==> config.mk <==
export PLATFORM = sky130hd
export DESIGN_NAME = dcr_reg_bank
export DESIGN_NICKNAME = d
export VERILOG_FILES = /design/src/common/dcr_pkg.sv /design/src/dcr_wake_det.sv /design/src/dcr_addr_dec.sv /design/src/dcr_reg_bank.sv
export SDC_FILE = /design/constraint.sdc
export NUM_CORES = 1
export LEC_CHECK = 0
export BUFFER_PORTS_ARGS = -buffer_cell sky130_fd_sc_hd__buf_2
export CAP_MARGIN = 10
export CORE_MARGIN = 2
export CORE_UTILIZATION = 60
export DETAILED_ROUTE_END_ITERATION = 8
export PLACE_DENSITY_LB_ADDON = 0.15
export SLEW_MARGIN = 10
export SYNTH_ARGS = -nofsm -noshare
export SYNTH_HDL_FRONTEND = slang
export SYNTH_SLANG_ARGS = --single-unit
==> constraint.sdc <==
create_clock -name i_sys_clk -period 3.2 [get_ports i_sys_clk]
set_clock_uncertainty 0.1 [all_clocks]
set_input_delay 0.64 -clock i_sys_clk [delete_from_list [all_inputs] [get_ports i_sys_clk]]
set_output_delay 0.64 -clock i_sys_clk [all_outputs]
set_load 0.05 [all_outputs]
==> src/common/dcr_pkg.sv <==
// Package: register map, field layout and types of the config register bank
package dcr_pkg;

    // ------------------------------------------------------------------
    // Address window and register offsets
    // ------------------------------------------------------------------
    localparam logic [15:0] RANGE_LO    = 16'h0800; // First decoded address
    localparam logic [15:0] RANGE_HI    = 16'h08FF; // Last decoded address
    localparam logic [15:0] OFF_MODE    = 16'h0800; // Mode and pin config
    localparam logic [15:0] OFF_TSPRE   = 16'h0804; // Timestamp prescaler
    localparam logic [15:0] OFF_SCRATCH = 16'h0808; // Scratch test word
    localparam logic [15:0] OFF_ECC     = 16'h080C; // Error correction/delay
    localparam logic [15:0] OFF_DIFLAG  = 16'h0820; // Device interrupt flags
    localparam logic [15:0] OFF_PCFLAG  = 16'h0824; // Protocol core flags
    localparam logic [15:0] OFF_IEN     = 16'h0830; // Interrupt enable mask

    // ------------------------------------------------------------------
    // Reset values
    // ------------------------------------------------------------------
    localparam logic [31:0] RST_MODE    = 32'hC800_0468;
    localparam logic [31:0] RST_TSPRE   = 32'h0000_0002;
    localparam logic [31:0] RST_ZERO    = 32'h0000_0000;
    localparam logic [31:0] RST_IEN     = 32'h0FFF_FFFF;

    // ------------------------------------------------------------------
    // Writable and sleep-retained bit masks
    // ------------------------------------------------------------------
    // Mode register: bits 26:24, 20, 12, 5, 4 are reserved read-only
    localparam logic [31:0] WMASK_MODE  = 32'hF8EF_EFCF;
    // Mode bits kept across sleep: 0,1,8-11,13-15,19,21-23,30,31
    localparam logic [31:0] KEEP_MODE   = 32'hC0E8_EF03;
    // Flag bits kept across sleep: 18, 19, 21
    localparam logic [31:0] KEEP_DIFLAG = 32'h002C_0000;
    // Enable bits kept across sleep: 14, 15
    localparam logic [31:0] KEEP_IEN    = 32'h0000_C000;

    // ------------------------------------------------------------------
    // Field positions
    // ------------------------------------------------------------------
    localparam int WAKE_HI   = 31; // Wake-edge select upper bit
    localparam int WAKE_LO   = 30; // Wake-edge select lower bit
    localparam int ST_IRQ    = 0;  // Status: live interrupt level
    localparam int ST_SPIERR = 1;  // Status: unmasked serial-port fault
    localparam int ST_INTERR = 2;  // Status: unmasked internal fault

    // ------------------------------------------------------------------
    // Types
    // ------------------------------------------------------------------
    // Wake-pin edge selection
    typedef enum logic [1:0] {
        WAKE_OFF  = 2'h0,
        WAKE_RISE = 2'h1,
        WAKE_FALL = 2'h2,
        WAKE_BOTH = 2'h3
    } dcr_wake_e;

    // Register access request from the serial-port front end
    typedef struct packed {
        logic        wr;    // Write strobe, one cycle
        logic        rd;    // Read strobe, one cycle
        logic [15:0] addr;  // Byte address
        logic [31:0] wdata; // Write data
    } dcr_req_s;

endpackage

==> src/dcr_wake_det.sv <==
// Wake pin synchroniser and selectable edge detector
`timescale 1ns/1ns
module dcr_wake_det (
    input  wire logic             i_sys_clk,  // System clock
    input  wire logic             i_resetn,   // Async reset, active low
    input  wire logic             i_wake_pin, // Asynchronous wake pin
    input  wire dcr_pkg::dcr_wake_e i_sel,    // Edge selection
    output logic                  o_wake      // One-cycle wake pulse
);
    // ------------------------------------------------------------------
    // Synchroniser and edge history
    // ------------------------------------------------------------------
    logic meta_ff;  // First stage, read only by sync_ff
    logic sync_ff;  // Second stage
    logic prev_ff;  // Previous synced level
    logic rise;     // Rising edge seen
    logic fall;     // Falling edge seen

    // Two-stage synchroniser plus history
    always_ff @(posedge i_sys_clk or negedge i_resetn) begin
        if (!i_resetn) begin
            meta_ff <= 1'b0;
            sync_ff <= 1'b0;
            prev_ff <= 1'b0;
        end else begin
            meta_ff <= i_wake_pin;
            sync_ff <= meta_ff;
            prev_ff <= sync_ff;
        end
    end

    assign rise = sync_ff & ~prev_ff;
    assign fall = ~sync_ff & prev_ff;

    // Edge select decode
    always_comb begin
        case (i_sel)
            dcr_pkg::WAKE_OFF:  o_wake = 1'b0;
            dcr_pkg::WAKE_RISE: o_wake = rise;
            dcr_pkg::WAKE_FALL: o_wake = fall;
            dcr_pkg::WAKE_BOTH: o_wake = rise | fall;
            default:            o_wake = 1'b0;
        endcase
    end

    // Selection honoured against the synced edges
    property p_wake_sel;
        @(posedge i_sys_clk) disable iff (!i_resetn)
        o_wake |-> (i_sel == dcr_pkg::WAKE_BOTH) ||
                   (i_sel == dcr_pkg::WAKE_RISE && sync_ff) ||
                   (i_sel == dcr_pkg::WAKE_FALL && !sync_ff);
    endproperty
    a_wake_sel: assert property (p_wake_sel)
        else $error("wake pulse does not match edge selection");
endmodule

==> src/dcr_addr_dec.sv <==
// Address decoder for the configuration register window
`timescale 1ns/1ns
module dcr_addr_dec (
    input  wire logic [15:0] i_addr,   // Byte address
    output logic             o_in_rng, // Address inside window
    output logic [6:0]       o_hit     // One-hot register select
);
    // ------------------------------------------------------------------
    // Window check and register match
    // ------------------------------------------------------------------
    localparam logic [15:0] OFFS [7] = '{dcr_pkg::OFF_MODE,
        dcr_pkg::OFF_TSPRE, dcr_pkg::OFF_SCRATCH, dcr_pkg::OFF_ECC,
        dcr_pkg::OFF_DIFLAG, dcr_pkg::OFF_PCFLAG, dcr_pkg::OFF_IEN};

    // Inside 0800..08FF
    assign o_in_rng = (i_addr >= dcr_pkg::RANGE_LO) &&
                      (i_addr <= dcr_pkg::RANGE_HI);

    // One comparator per assigned register
    for (genvar g = 0; g < 7; g++) begin : g_hit
        assign o_hit[g] = o_in_rng && (i_addr == OFFS[g]);
    end
endmodule

==> src/dcr_reg_bank.sv <==
// Device configuration register bank with sleep retention
`timescale 1ns/1ns
module dcr_reg_bank (
    input  wire logic              i_sys_clk,     // System clock
    input  wire logic              i_resetn,      // Async reset, low
    input  wire dcr_pkg::dcr_req_s i_req,         // Register access
    output logic [31:0]            o_rdata,       // Read data, registered
    output logic                   o_rvalid,      // Read data valid pulse
    input  wire logic              i_sleep,       // Sleep entry pulse
    input  wire logic [31:0]       i_dev_flags,   // Flag set events
    input  wire logic [31:0]       i_core_flags,  // Protocol core flags
    input  wire logic              i_flag_clr,    // Clear flags pulse
    input  wire logic              i_int_fault,   // Internal fault level
    input  wire logic              i_spi_fault,   // Serial fault level
    input  wire logic              i_wake_pin,    // Async wake pin
    output logic [2:0]             o_status,      // Status bits 2:0
    output logic [31:0]            o_mode_cfg,    // Mode register value
    output logic                   o_wake,        // Wake pulse
    output logic                   o_irq          // Combined interrupt
);
    // ------------------------------------------------------------------
    // Storage
    // ------------------------------------------------------------------
    logic [31:0] mode_ff;     // Mode and pin configuration
    logic [31:0] tspre_ff;    // Timestamp prescaler
    logic [31:0] scratch_ff;  // Scratch test word
    logic [31:0] ecc_ff;      // Error correction and delay
    logic [31:0] diflag_ff;   // Device interrupt flags
    logic [31:0] pcflag_ff;   // Protocol core flags snapshot
    logic [31:0] ien_ff;      // Interrupt enable mask
    logic [2:0]  status_ff;   // Status bits
    logic        in_rng;      // Address in window
    logic [6:0]  hit;         // Register select
    logic [31:0] nxt_rdata;   // Read mux result
    logic        wr_ok;       // Write inside window

    // ------------------------------------------------------------------
    // Address decode
    // ------------------------------------------------------------------
    dcr_addr_dec u_dec (
        .i_addr   (i_req.addr),
        .o_in_rng (in_rng),
        .o_hit    (hit)
    );

    assign wr_ok = i_req.wr && in_rng;

    // Merge write data under a mask of writable bits
    function automatic logic [31:0] merge(input logic [31:0] old_v,
                                          input logic [31:0] new_v,
                                          input logic [31:0] msk);
        merge = (old_v & ~msk) | (new_v & msk);
    endfunction

    // ------------------------------------------------------------------
    // Mode register: mixed access, sleep retention
    // ------------------------------------------------------------------
    // Reserved bits never written; sleep returns the non-retained bits to their reset values
    always_ff @(posedge i_sys_clk or negedge i_resetn) begin
        if (!i_resetn) begin
            mode_ff <= dcr_pkg::RST_MODE;
        end else if (i_sleep) begin
            mode_ff <= merge(dcr_pkg::RST_MODE, mode_ff,
                             dcr_pkg::KEEP_MODE);
        end else if (wr_ok && hit[0]) begin
            mode_ff <= merge(mode_ff, i_req.wdata,
                             dcr_pkg::WMASK_MODE);
        end
    end

    // ------------------------------------------------------------------
    // Plain read/write registers
    // ------------------------------------------------------------------
    // Prescaler, scratch and delay words
    always_ff @(posedge i_sys_clk or negedge i_resetn) begin
        if (!i_resetn) begin
            tspre_ff   <= dcr_pkg::RST_TSPRE;
            scratch_ff <= dcr_pkg::RST_ZERO;
            ecc_ff     <= dcr_pkg::RST_ZERO;
        end else begin
            if (wr_ok && hit[1]) begin
                tspre_ff <= i_req.wdata;
            end
            if (wr_ok && hit[2]) begin
                scratch_ff <= i_req.wdata;
            end
            if (wr_ok && hit[3]) begin
                ecc_ff <= i_req.wdata;
            end
        end
    end

    // ------------------------------------------------------------------
    // Interrupt enable mask with sleep retention
    // ------------------------------------------------------------------
    always_ff @(posedge i_sys_clk or negedge i_resetn) begin
        if (!i_resetn) begin
            ien_ff <= dcr_pkg::RST_IEN;
        end else if (i_sleep) begin
            ien_ff <= merge(dcr_pkg::RST_IEN, ien_ff,
                            dcr_pkg::KEEP_IEN);
        end else if (wr_ok && hit[6]) begin
            ien_ff <= i_req.wdata;
        end
    end

    // ------------------------------------------------------------------
    // Device flags: hardware set, read-only to host
    // ------------------------------------------------------------------
    // Set wins over clear and sleep; sleep drops all but retained bits and new sets
    always_ff @(posedge i_sys_clk or negedge i_resetn) begin
        if (!i_resetn) begin
            diflag_ff <= dcr_pkg::RST_ZERO;
        end else if (i_sleep) begin
            diflag_ff <= (diflag_ff & dcr_pkg::KEEP_DIFLAG)
                         | i_dev_flags;
        end else if (i_flag_clr) begin
            diflag_ff <= i_dev_flags;
        end else begin
            diflag_ff <= diflag_ff | i_dev_flags;
        end
    end

    // Core flags follow the core; host writes have no effect
    always_ff @(posedge i_sys_clk or negedge i_resetn) begin
        if (!i_resetn) begin
            pcflag_ff <= dcr_pkg::RST_ZERO;
        end else begin
            pcflag_ff <= i_core_flags;
        end
    end

    // ------------------------------------------------------------------
    // Status bits
    // ------------------------------------------------------------------
    // Combined interrupt from enabled device flags or any core flag
    assign o_irq = |(diflag_ff & ien_ff) | (|pcflag_ff);

    // Status word tracks irq and fault levels
    always_ff @(posedge i_sys_clk or negedge i_resetn) begin
        if (!i_resetn) begin
            status_ff <= 3'h0;
        end else begin
            status_ff[dcr_pkg::ST_IRQ]    <= o_irq;
            status_ff[dcr_pkg::ST_SPIERR] <= i_spi_fault;
            status_ff[dcr_pkg::ST_INTERR] <= i_int_fault;
        end
    end

    assign o_status   = status_ff;
    assign o_mode_cfg = mode_ff;

    // ------------------------------------------------------------------
    // Read path
    // ------------------------------------------------------------------
    // Unassigned locations return zero
    always_comb begin
        case (hit)
            7'h01:   nxt_rdata = mode_ff;
            7'h02:   nxt_rdata = tspre_ff;
            7'h04:   nxt_rdata = scratch_ff;
            7'h08:   nxt_rdata = ecc_ff;
            7'h10:   nxt_rdata = diflag_ff;
            7'h20:   nxt_rdata = pcflag_ff;
            7'h40:   nxt_rdata = ien_ff;
            default: nxt_rdata = dcr_pkg::RST_ZERO;
        endcase
    end

    // Registered read data, one cycle after the strobe
    always_ff @(posedge i_sys_clk or negedge i_resetn) begin
        if (!i_resetn) begin
            o_rdata  <= dcr_pkg::RST_ZERO;
            o_rvalid <= 1'b0;
        end else begin
            o_rvalid <= i_req.rd;
            if (i_req.rd) begin
                o_rdata <= nxt_rdata;
            end
        end
    end

    // ------------------------------------------------------------------
    // Wake detection
    // ------------------------------------------------------------------
    dcr_wake_det u_wake (
        .i_sys_clk  (i_sys_clk),
        .i_resetn   (i_resetn),
        .i_wake_pin (i_wake_pin),
        .i_sel      (dcr_pkg::dcr_wake_e'(
                     mode_ff[dcr_pkg::WAKE_HI:dcr_pkg::WAKE_LO])),
        .o_wake     (o_wake)
    );

    // ------------------------------------------------------------------
    // Checks
    // ------------------------------------------------------------------
    property p_irq_stat;
        @(posedge i_sys_clk) disable iff (!i_resetn)
        ##1 o_status[dcr_pkg::ST_IRQ] == $past(o_irq);
    endproperty
    a_irq_stat: assert property (p_irq_stat)
        else $error("status bit 0 does not follow interrupt level");

    property p_int_stat;
        @(posedge i_sys_clk) disable iff (!i_resetn)
        i_int_fault |=> o_status[dcr_pkg::ST_INTERR];
    endproperty
    a_int_stat: assert property (p_int_stat)
        else $error("internal fault not shown in status");

    property p_spi_stat;
        @(posedge i_sys_clk) disable iff (!i_resetn)
        !i_spi_fault |=> !o_status[dcr_pkg::ST_SPIERR];
    endproperty
    a_spi_stat: assert property (p_spi_stat)
        else $error("serial fault status set without fault");

    property p_out_rng;
        @(posedge i_sys_clk) disable iff (!i_resetn)
        (i_req.rd && (i_req.addr < dcr_pkg::RANGE_LO ||
                      i_req.addr > dcr_pkg::RANGE_HI))
        |=> o_rvalid && o_rdata == 32'h0000_0000;
    endproperty
    a_out_rng: assert property (p_out_rng)
        else $error("read outside window returned data");

    property p_rsvd_zero;
        @(posedge i_sys_clk) disable iff (!i_resetn)
        (i_req.rd && i_req.addr == 16'h0814)
        |=> o_rdata == 32'h0000_0000;
    endproperty
    a_rsvd_zero: assert property (p_rsvd_zero)
        else $error("reserved location read nonzero");

    property p_mode_keep;
        @(posedge i_sys_clk) disable iff (!i_resetn)
        i_sleep |=> (mode_ff & dcr_pkg::KEEP_MODE) ==
                    ($past(mode_ff) & dcr_pkg::KEEP_MODE);
    endproperty
    a_mode_keep: assert property (p_mode_keep)
        else $error("mode retained bits lost in sleep");

    property p_flag_keep;
        @(posedge i_sys_clk) disable iff (!i_resetn)
        i_sleep |=> ((diflag_ff ^ $past(diflag_ff))
                     & dcr_pkg::KEEP_DIFLAG & ~$past(i_dev_flags)) == 0;
    endproperty
    a_flag_keep: assert property (p_flag_keep)
        else $error("flag retained bits lost in sleep");

    property p_ien_keep;
        @(posedge i_sys_clk) disable iff (!i_resetn)
        i_sleep |=> (ien_ff & dcr_pkg::KEEP_IEN) ==
                    ($past(ien_ff) & dcr_pkg::KEEP_IEN);
    endproperty
    a_ien_keep: assert property (p_ien_keep)
        else $error("enable retained bits lost in sleep");

    property p_mode_rsvd;
        @(posedge i_sys_clk) disable iff (!i_resetn)
        (mode_ff & ~dcr_pkg::WMASK_MODE) ==
        (dcr_pkg::RST_MODE & ~dcr_pkg::WMASK_MODE);
    endproperty
    a_mode_rsvd: assert property (p_mode_rsvd)
        else $error("mode reserved bits changed");

    property p_flag_ro;
        @(posedge i_sys_clk) disable iff (!i_resetn)
        (i_req.wr && !i_sleep && !i_flag_clr && i_dev_flags == 0)
        |=> $stable(diflag_ff);
    endproperty
    a_flag_ro: assert property (p_flag_ro)
        else $error("host write altered flag register");

    // Write to an unassigned slot leaves the plain registers alone
    property p_gap_wr;
        @(posedge i_sys_clk) disable iff (!i_resetn)
        (i_req.wr && hit == 7'h00)
        |=> $stable(tspre_ff) && $stable(scratch_ff) && $stable(ecc_ff);
    endproperty
    a_gap_wr: assert property (p_gap_wr)
        else $error("write outside assigned slots changed a register");

    // Scratch word takes the write data one edge later
    property p_scr_wr;
        @(posedge i_sys_clk) disable iff (!i_resetn)
        (i_req.wr && i_req.addr == dcr_pkg::OFF_SCRATCH)
        |=> scratch_ff == $past(i_req.wdata);
    endproperty
    a_scr_wr: assert property (p_scr_wr)
        else $error("scratch write did not land");

    // Disabled wake selection never pulses
    property p_wake_off;
        @(posedge i_sys_clk) disable iff (!i_resetn)
        (mode_ff[dcr_pkg::WAKE_HI:dcr_pkg::WAKE_LO] == dcr_pkg::WAKE_OFF)
        |-> !o_wake;
    endproperty
    a_wake_off: assert property (p_wake_off)
        else $error("wake pulse while wake detection disabled");
endmodule

# Yosys cells after proc, flatten, opt, wreduce, memory -nomap -nowiden
# Cells that the tools add are included.
[op_classes]
magnitude_cmp = 2
eq_ne = 17
mux = 8
bitwise_logic = 11
reduce_logical = 21
[op_table]
columns = ["operator", "count"]
rows = [
  ["32-bit case mux with 7 select lines", 1],
  ["32-bit 2-to-1 mux", 4],
  ["16-bit by 12-bit == test with 1-bit output (second input constant)", 7],
  ["32-bit OR reduction", 2],
  ["30-bit 2-to-1 mux", 2],
  ["32-bit AND", 1],
  ["22-bit by 32-bit OR with 32-bit output", 1],
  ["27-bit by 32-bit OR with 32-bit output", 1],
  ["32-bit OR", 1],
  ["16-bit by 12-bit greater-or-equal comparator with 1-bit output (second input constant)", 1],
  ["16-bit by 12-bit <= comparator with 1-bit output (second input constant)", 1],
  ["1-bit logical AND", 14],
  ["7-bit by 1-bit == test with 1-bit output (second input constant)", 1],
  ["7-bit by 2-bit == test with 1-bit output (second input constant)", 1],
  ["7-bit by 3-bit == test with 1-bit output (second input constant)", 1],
  ["7-bit by 4-bit == test with 1-bit output (second input constant)", 1],
  ["7-bit by 5-bit == test with 1-bit output (second input constant)", 1],
  ["7-bit by 6-bit == test with 1-bit output (second input constant)", 1],
  ["7-bit == test (second input constant)", 1],
  ["2-bit == test (second input constant)", 2],
  ["1-bit case mux with 4 select lines", 1],
  ["2-bit AND reduction", 2],
  ["2-bit nonzero test", 2],
  ["1-bit inverter", 3],
  ["4 further kinds", 6],
]
[totals]
reg_bits = 263
input_bits = 121
output_inout_bits = 70
wordCells = 74

# Longest topological paths before layout
[depth]
ltp_word = 6
mapped_depth = 7
mapped_depth_nobuf = 6

# Hierarchy
# A second synthesis with hierarchy kept.
[hier_totals]
cells_unflattened = 860
hier_area_um2 = 11193.2
[modules_own_cells]
columns = ["module", "n_inst", "cells_each", "area_each_um2", "seq_area_each_um2"]
rows = [
  ["dcr_reg_bank", 1, 829, 10906.7, 6401.1],
  ["dcr_addr_dec", 1, 19, 152.6, 0.0],
  ["dcr_wake_det", 1, 12, 133.9, 75.1],
]

# Worst setup path after synthesis
# Ideal clock, no wire load.
[synth_timing]
kind = "register to output"
start = "reg mode_ff[31], in the netlist o_mode_cfg[31]"
end = "out o_wake"
arrival_ps = 1875
required_time_ps = 2460
slack_ps = 585
stages_incl_launch_ff = 3
path_buffers = 0
cell_sequence = "dfstp_2 -> nand2_1 -> o21ai_0"
[synth_between]
elab_chain_len = 2
word_cells_on_any_way = 5
classes_between = "eq/ne: 3; mux: 1; reduce/logical: 1"
[synth_lines]
columns = ["element", "line_no", "text"]
rows = [
  ["start, declared", "dcr_reg_bank.sv:24", "logic [31:0] mode_ff;"],
  ["start signal, assigned", "dcr_reg_bank.sv:61", "mode_ff <= dcr_pkg::RST_MODE;"],
  ["start signal, assigned", "dcr_reg_bank.sv:63", "mode_ff <= merge(dcr_pkg::RST_MODE, mode_ff,"],
  ["start signal, assigned", "dcr_reg_bank.sv:66", "mode_ff <= merge(mode_ff, i_req.wdata,"],
  ["2-bit == test (tied with other cells)", "dcr_wake_det.sv:37", "case (i_sel)"],
  ["1-bit case mux with 4 select lines (*)", "dcr_wake_det.sv:37", ""],
  ["end, declared", "dcr_reg_bank.sv:18", "output logic o_wake,"],
]
# Mark *: on every way between the ends. The rest lies on a longest branch, timed or not.

# Worst setup path in the final report
[layout_timing]
start = "reg diflag_ff[8]"
end = "out o_irq"
[layout_between]
elab_chain_len = 3
[layout_lines]
columns = ["element", "line_no", "text"]
rows = [
  ["start, declared", "dcr_reg_bank.sv:28", "logic [31:0] diflag_ff;"],
  ["start signal, assigned", "dcr_reg_bank.sv:113", "diflag_ff <= dcr_pkg::RST_ZERO;"],
  ["start signal, assigned", "dcr_reg_bank.sv:115", "diflag_ff <= (diflag_ff & dcr_pkg::KEEP_DIFLAG)"],
  ["start signal, assigned", "dcr_reg_bank.sv:118", "diflag_ff <= i_dev_flags;"],
  ["32-bit AND", "dcr_reg_bank.sv:137", "assign o_irq = |(diflag_ff & ien_ff) | (|pcflag_ff);"],
  ["32-bit OR reduction", "dcr_reg_bank.sv:137", ""],
  ["1-bit OR", "dcr_reg_bank.sv:137", ""],
  ["end, declared", "dcr_reg_bank.sv:19", "output logic o_irq"],
]
# Every way passes these cells.

==> results_tabular.tex <==
\begin{tabular}{lr}
\hline
Metric & Value \\
\hline
\multicolumn{2}{l}{\textbf{Status}} \\
Outcome & complete, no violations \\
\multicolumn{2}{l}{\textbf{Clocking}} \\
Cell chosen for the clock root & sky130\_fd\_sc\_hd\_\_clkbuf\_16 \\
Insertion delay to the later sink of the worst-skew pair & between 500 and 600 ps \\
CTS buffer count & 26 \\
CTS sink cnt & between 200 and 300 \\
Number of buffers on the longest clock path & 3 \\
Number of setup buffers added after CTS & 0 \\
Clock-pin slew reported for the worst setup and hold paths after clock tree synthesis & 60 ps \\
Cts hold-fix bufs & 0 \\
CTS tree & yes \\
H-tree Lvls & 1 \\
\multicolumn{2}{l}{\textbf{Layout}} \\
NumNets Final & 1206 \\
Area growth from synthesis to layout & 18.21\% \\
Finished Cell Area & between 0.01 and 0.015 mm\^{}2 \\
Diodes inserted & 0 \\
Number of fillers in the final layout & between 1000 and 1500 \\
Fraction of final layout cells with drive strength greater than 1 & 0.3744 \\
\multicolumn{2}{l}{\textbf{Timing}} \\
Max-slew violation count & 0 \\
Post-route worst setup slack & 173.6 ps \\
Setup TNS & 0 ps \\
Post-layout min period & a little over 3000 ps \\
Hold Fails Final Rpt & 0 \\
Worst-margin pin slew & 673.0 ps \\
RSZ-0062 raised after global routing & no \\
Timing-limited maximum frequency & 0.3304 GHz \\
Worst rel slew slack & 0.5513 \\
Ratio of final minimum period to clock period & 0.9458 \\
Setup violation total in the final timing report & 0 \\
\multicolumn{2}{l}{\textbf{Floorplan}} \\
Num ports & about 190 \\
Count of standard-cell rows & 50 \\
Die boundary height & approximately 140 um \\
Die Outline Area & 0.02005 mm\^{}2 \\
Horizontal extent of the die & between 100 and 150 um \\
Core Region & about 0.019 mm\^{}2 \\
Initial core utilization & 0.6093 \\
\multicolumn{2}{l}{\textbf{Global routing}} \\
Total congestion overflow after global routing & 0 \\
Combined global-route utilization of all metal layers & 0.3197 \\
Vias in the first global route & between 8000 and 9000 \\
Pin count of the biggest net entering global routing & slightly below 90 \\
Wire length of the first global-routing pass & between 40000 and 50000 um \\
Antenna violations before repair & 0 \\
\multicolumn{2}{l}{\textbf{Synthesis}} \\
Area share of the largest cell type after synthesis & 0.4869 \\
Average size of a mapped cell & 12.58 um\^{}2 \\
Cell with the most instances after synthesis & sky130\_fd\_sc\_hd\_\_dfrtp\_1 \\
Number of enable-type register cells in the synthesized netlist & 0 \\
Main area contributors after synthesis & sky130\_fd\_sc\_hd\_\_dfrtp\_1 49\%, sky130\_fd\_sc\_hd\_\_mux2\_2 10\%, sky130\_fd\_sc\_hd\_\_mux2i\_1 8.5\% \\
Async set-or-reset flop fraction in the synthesized netlist & 1.000 \\
Leading register cell type out of synthesis & sky130\_fd\_sc\_hd\_\_dfrtp\_1 \\
Library cell occupying the most area in the post-synthesis netlist & sky130\_fd\_sc\_hd\_\_dfrtp\_1 \\
Synth unique cells & 45 \\
Cell area after synthesis & 0.01136 mm\^{}2 \\
Synthesized flop and latch total & 257 \\
Yosys warning count & 0 \\
Cells after Synth & roughly 900 \\
Most used standard cells in the synthesized netlist & 221 x sky130\_fd\_sc\_hd\_\_dfrtp\_1, 103 x sky130\_fd\_sc\_hd\_\_mux2\_2, 96 x sky130\_fd\_sc\_hd\_\_mux2i\_1 \\
Seq/Total Area, Yosys & 0.5702 \\
\multicolumn{2}{l}{\textbf{Route}} \\
Number of remaining DRC errors & 0 \\
First-pass detailed-route iteration total & 5 \\
Post-DR vias/cell & 6.242 \\
Total detailed-routing wirelength & 31760 um \\
ANT nets after route & 0 \\
Routed wire length per instance & about 24 um \\
Iter 0 DRT Violations & $\sim$760 \\
Overall via count from detail\_route & 8345 \\
\multicolumn{2}{l}{\textbf{Run}} \\
Max-Cap Viols & 0 \\
\multicolumn{2}{l}{\textbf{Worst setup path}} \\
Worst endpoint data arrival time & 2290 ps \\
CP Launch Type & flop \\
Critical Path RT & 2460 ps \\
Kind of end point of the critical path & output port \\
Critical-path maximum fanout & 3 \\
CP Class & reg -> out \\
\multicolumn{2}{l}{\textbf{Power and ir drop}} \\
Static Leakage & between 6 and 7 nW \\
Maximum vdd drop & just under 0.4 mV \\
Sum of internal, switching and leakage power & between 6 and 7 mW \\
Power per unit of standard cell area & 499.2 mW/mm\^{}2 \\
\multicolumn{2}{l}{\textbf{Placed design}} \\
HPWL Detailed & 21540 um \\
Global placer's final weighted congestion & around 0.86 \\
Post-Place Cell Area & approximately 0.013 mm\^{}2 \\
Port Buffers & around 180 \\
DP Worst Slack & 628.8 ps \\
\multicolumn{2}{l}{\textbf{Min path}} \\
Class of the tightest hold or removal check & in -> async \\
\hline
\end{tabular}
[cells in the final DEF (no fill, tap or decap), types with 4 or more instances in the layout]
cell / synthesis / routed
sky130_fd_sc_hd__a211oi_1: 23 / 23
sky130_fd_sc_hd__a21o_1: 32 / 32
sky130_fd_sc_hd__a21oi_1: 36 / 36
sky130_fd_sc_hd__a221oi_1: 11 / 11
sky130_fd_sc_hd__a22o_1: 4 / 4
sky130_fd_sc_hd__a22oi_1: 9 / 9
sky130_fd_sc_hd__buf_12: 0 / 5
sky130_fd_sc_hd__buf_2: 8 / 182
sky130_fd_sc_hd__buf_4: 7 / 23
sky130_fd_sc_hd__clkbuf_1: 36 / 7
sky130_fd_sc_hd__clkbuf_16: 0 / 27
sky130_fd_sc_hd__clkbuf_8: 0 / 6
sky130_fd_sc_hd__clkinv_2: 0 / 7
sky130_fd_sc_hd__conb_1: 1 / 6
sky130_fd_sc_hd__dfrtp_1: 221 / 221
sky130_fd_sc_hd__dfstp_2: 36 / 36
sky130_fd_sc_hd__mux2_2: 103 / 103
sky130_fd_sc_hd__mux2_4: 10 / 10
sky130_fd_sc_hd__mux2i_1: 96 / 96
sky130_fd_sc_hd__nand2_1: 66 / 66
sky130_fd_sc_hd__nand2b_1: 35 / 35
sky130_fd_sc_hd__nand3b_1: 27 / 27
sky130_fd_sc_hd__nand4_1: 10 / 10
sky130_fd_sc_hd__nor2_1: 16 / 14
sky130_fd_sc_hd__nor2b_1: 4 / 4
sky130_fd_sc_hd__nor3_1: 4 / 4
sky130_fd_sc_hd__nor4_1: 9 / 7
sky130_fd_sc_hd__o21ai_0: 26 / 26
sky130_fd_sc_hd__o221ai_1: 6 / 6
sky130_fd_sc_hd__o22ai_1: 25 / 25
[through the flow]
stage	hold slack, ps	utilization	cells
after global routing	53.69	0.7202	1337
after CTS	40.35	0.7195	1337
final	13.96	0.7202	1337
after global placement	236.6	0.6752	1289
after detailed placement	238.6	0.6752	1289
after floorplan	231.2	-	908
[critical path, cell delays in order, from the launching register on]
cell and delay (ps):
sky130_fd_sc_hd__dfrtp_1 440, sky130_fd_sc_hd__a22o_1 230, sky130_fd_sc_hd__a221oi_1 210, sky130_fd_sc_hd__nand3_1 130
sky130_fd_sc_hd__nor4_1 240, sky130_fd_sc_hd__nand4_1 210, sky130_fd_sc_hd__buf_2 280
[state kept, by name, indices dropped and copies added (netlist names)]
signal and flops:
o_mode_cfg 26, ecc_ff 32, diflag_ff 32, o_status 3, ien_ff 32, u_wake.sync_ff 1
tspre_ff 32, o_rdata 32, pcflag_ff 32, o_rvalid 1, u_wake.prev_ff 1, scratch_ff 32
u_wake.meta_ff 1
[power breakdown]
part | internal [mW] | switching (mW) | leakage (nW)
Sequential | 3.30 | 0.0648 | 3.28
Combinational | 0.155 | 0.253 | 2.98
Clock | 1.68 | 1.24 | 0.412
Total | 5.14 | 1.56 | 6.68
[final cells by class]
| type | count | area (um^2) | area share |
|---|---|---|---|
| tap | 234 | 292.8 | 0.02181 |
| timing repair buffer | 211 | 1199 | 0.08927 |
| inverter | 3 | 11.26 | 0.0008387 |
| clock inverter | 8 | 42.54 | 0.003168 |
| multi-input combinational | 584 | 4621 | 0.3441 |
| clock buffer | 40 | 784.5 | 0.05843 |
| sequential | 257 | 6476 | 0.4823 |
[logic make-up after synthesis]
kind of cell	count (synthesis)	share of synthesized area
buffers and inverters	67	0.02666
flip-flops	257	0.5702
multiplexers	210	0.2019
adder cells (fa/ha/maj)	2	0.002203
AO/OA/AOI/OAI	177	0.1034
other	1	0.0003302
AND/OR/NAND/NOR	189	0.09528
[final timing paths]
kind	startpoint	to	slack, ps	depth (start not counted)
worst min-delay path	i_resetn	tspre_ff[26]$_DFFE_PN0P_	10	1
worst min register to register	u_wake.meta_ff$_DFF_PN0_	u_wake.sync_ff$_DFF_PN0_	250	0
worst max-delay path	diflag_ff[8]$_DFF_PN0_	o_irq	170	6
worst max register to register	diflag_ff[8]$_DFF_PN0_	o_status[0]$_DFF_PN0_	1440	5
min in group i_sys_clk	i_core_flags[19]	pcflag_ff[19]$_DFF_PN0_	110	1
max in group asynchronous	i_resetn	tspre_ff[1]$_DFFE_PN1P_	2110	2
[layer usage]
layer,part of all wire,GRT usage
met5,0,0
met4,0.031,0.09316
met3,0.097,0.07931
met2,0.45,0.4770
met1,0.42,0.4703
[repair_timing]
action	in CTS	in global routing
hold endpoints to repair	0	0
setup endpoints to repair	0	1
resized for setup	0	2
Power figures use the tool's default switching activity.
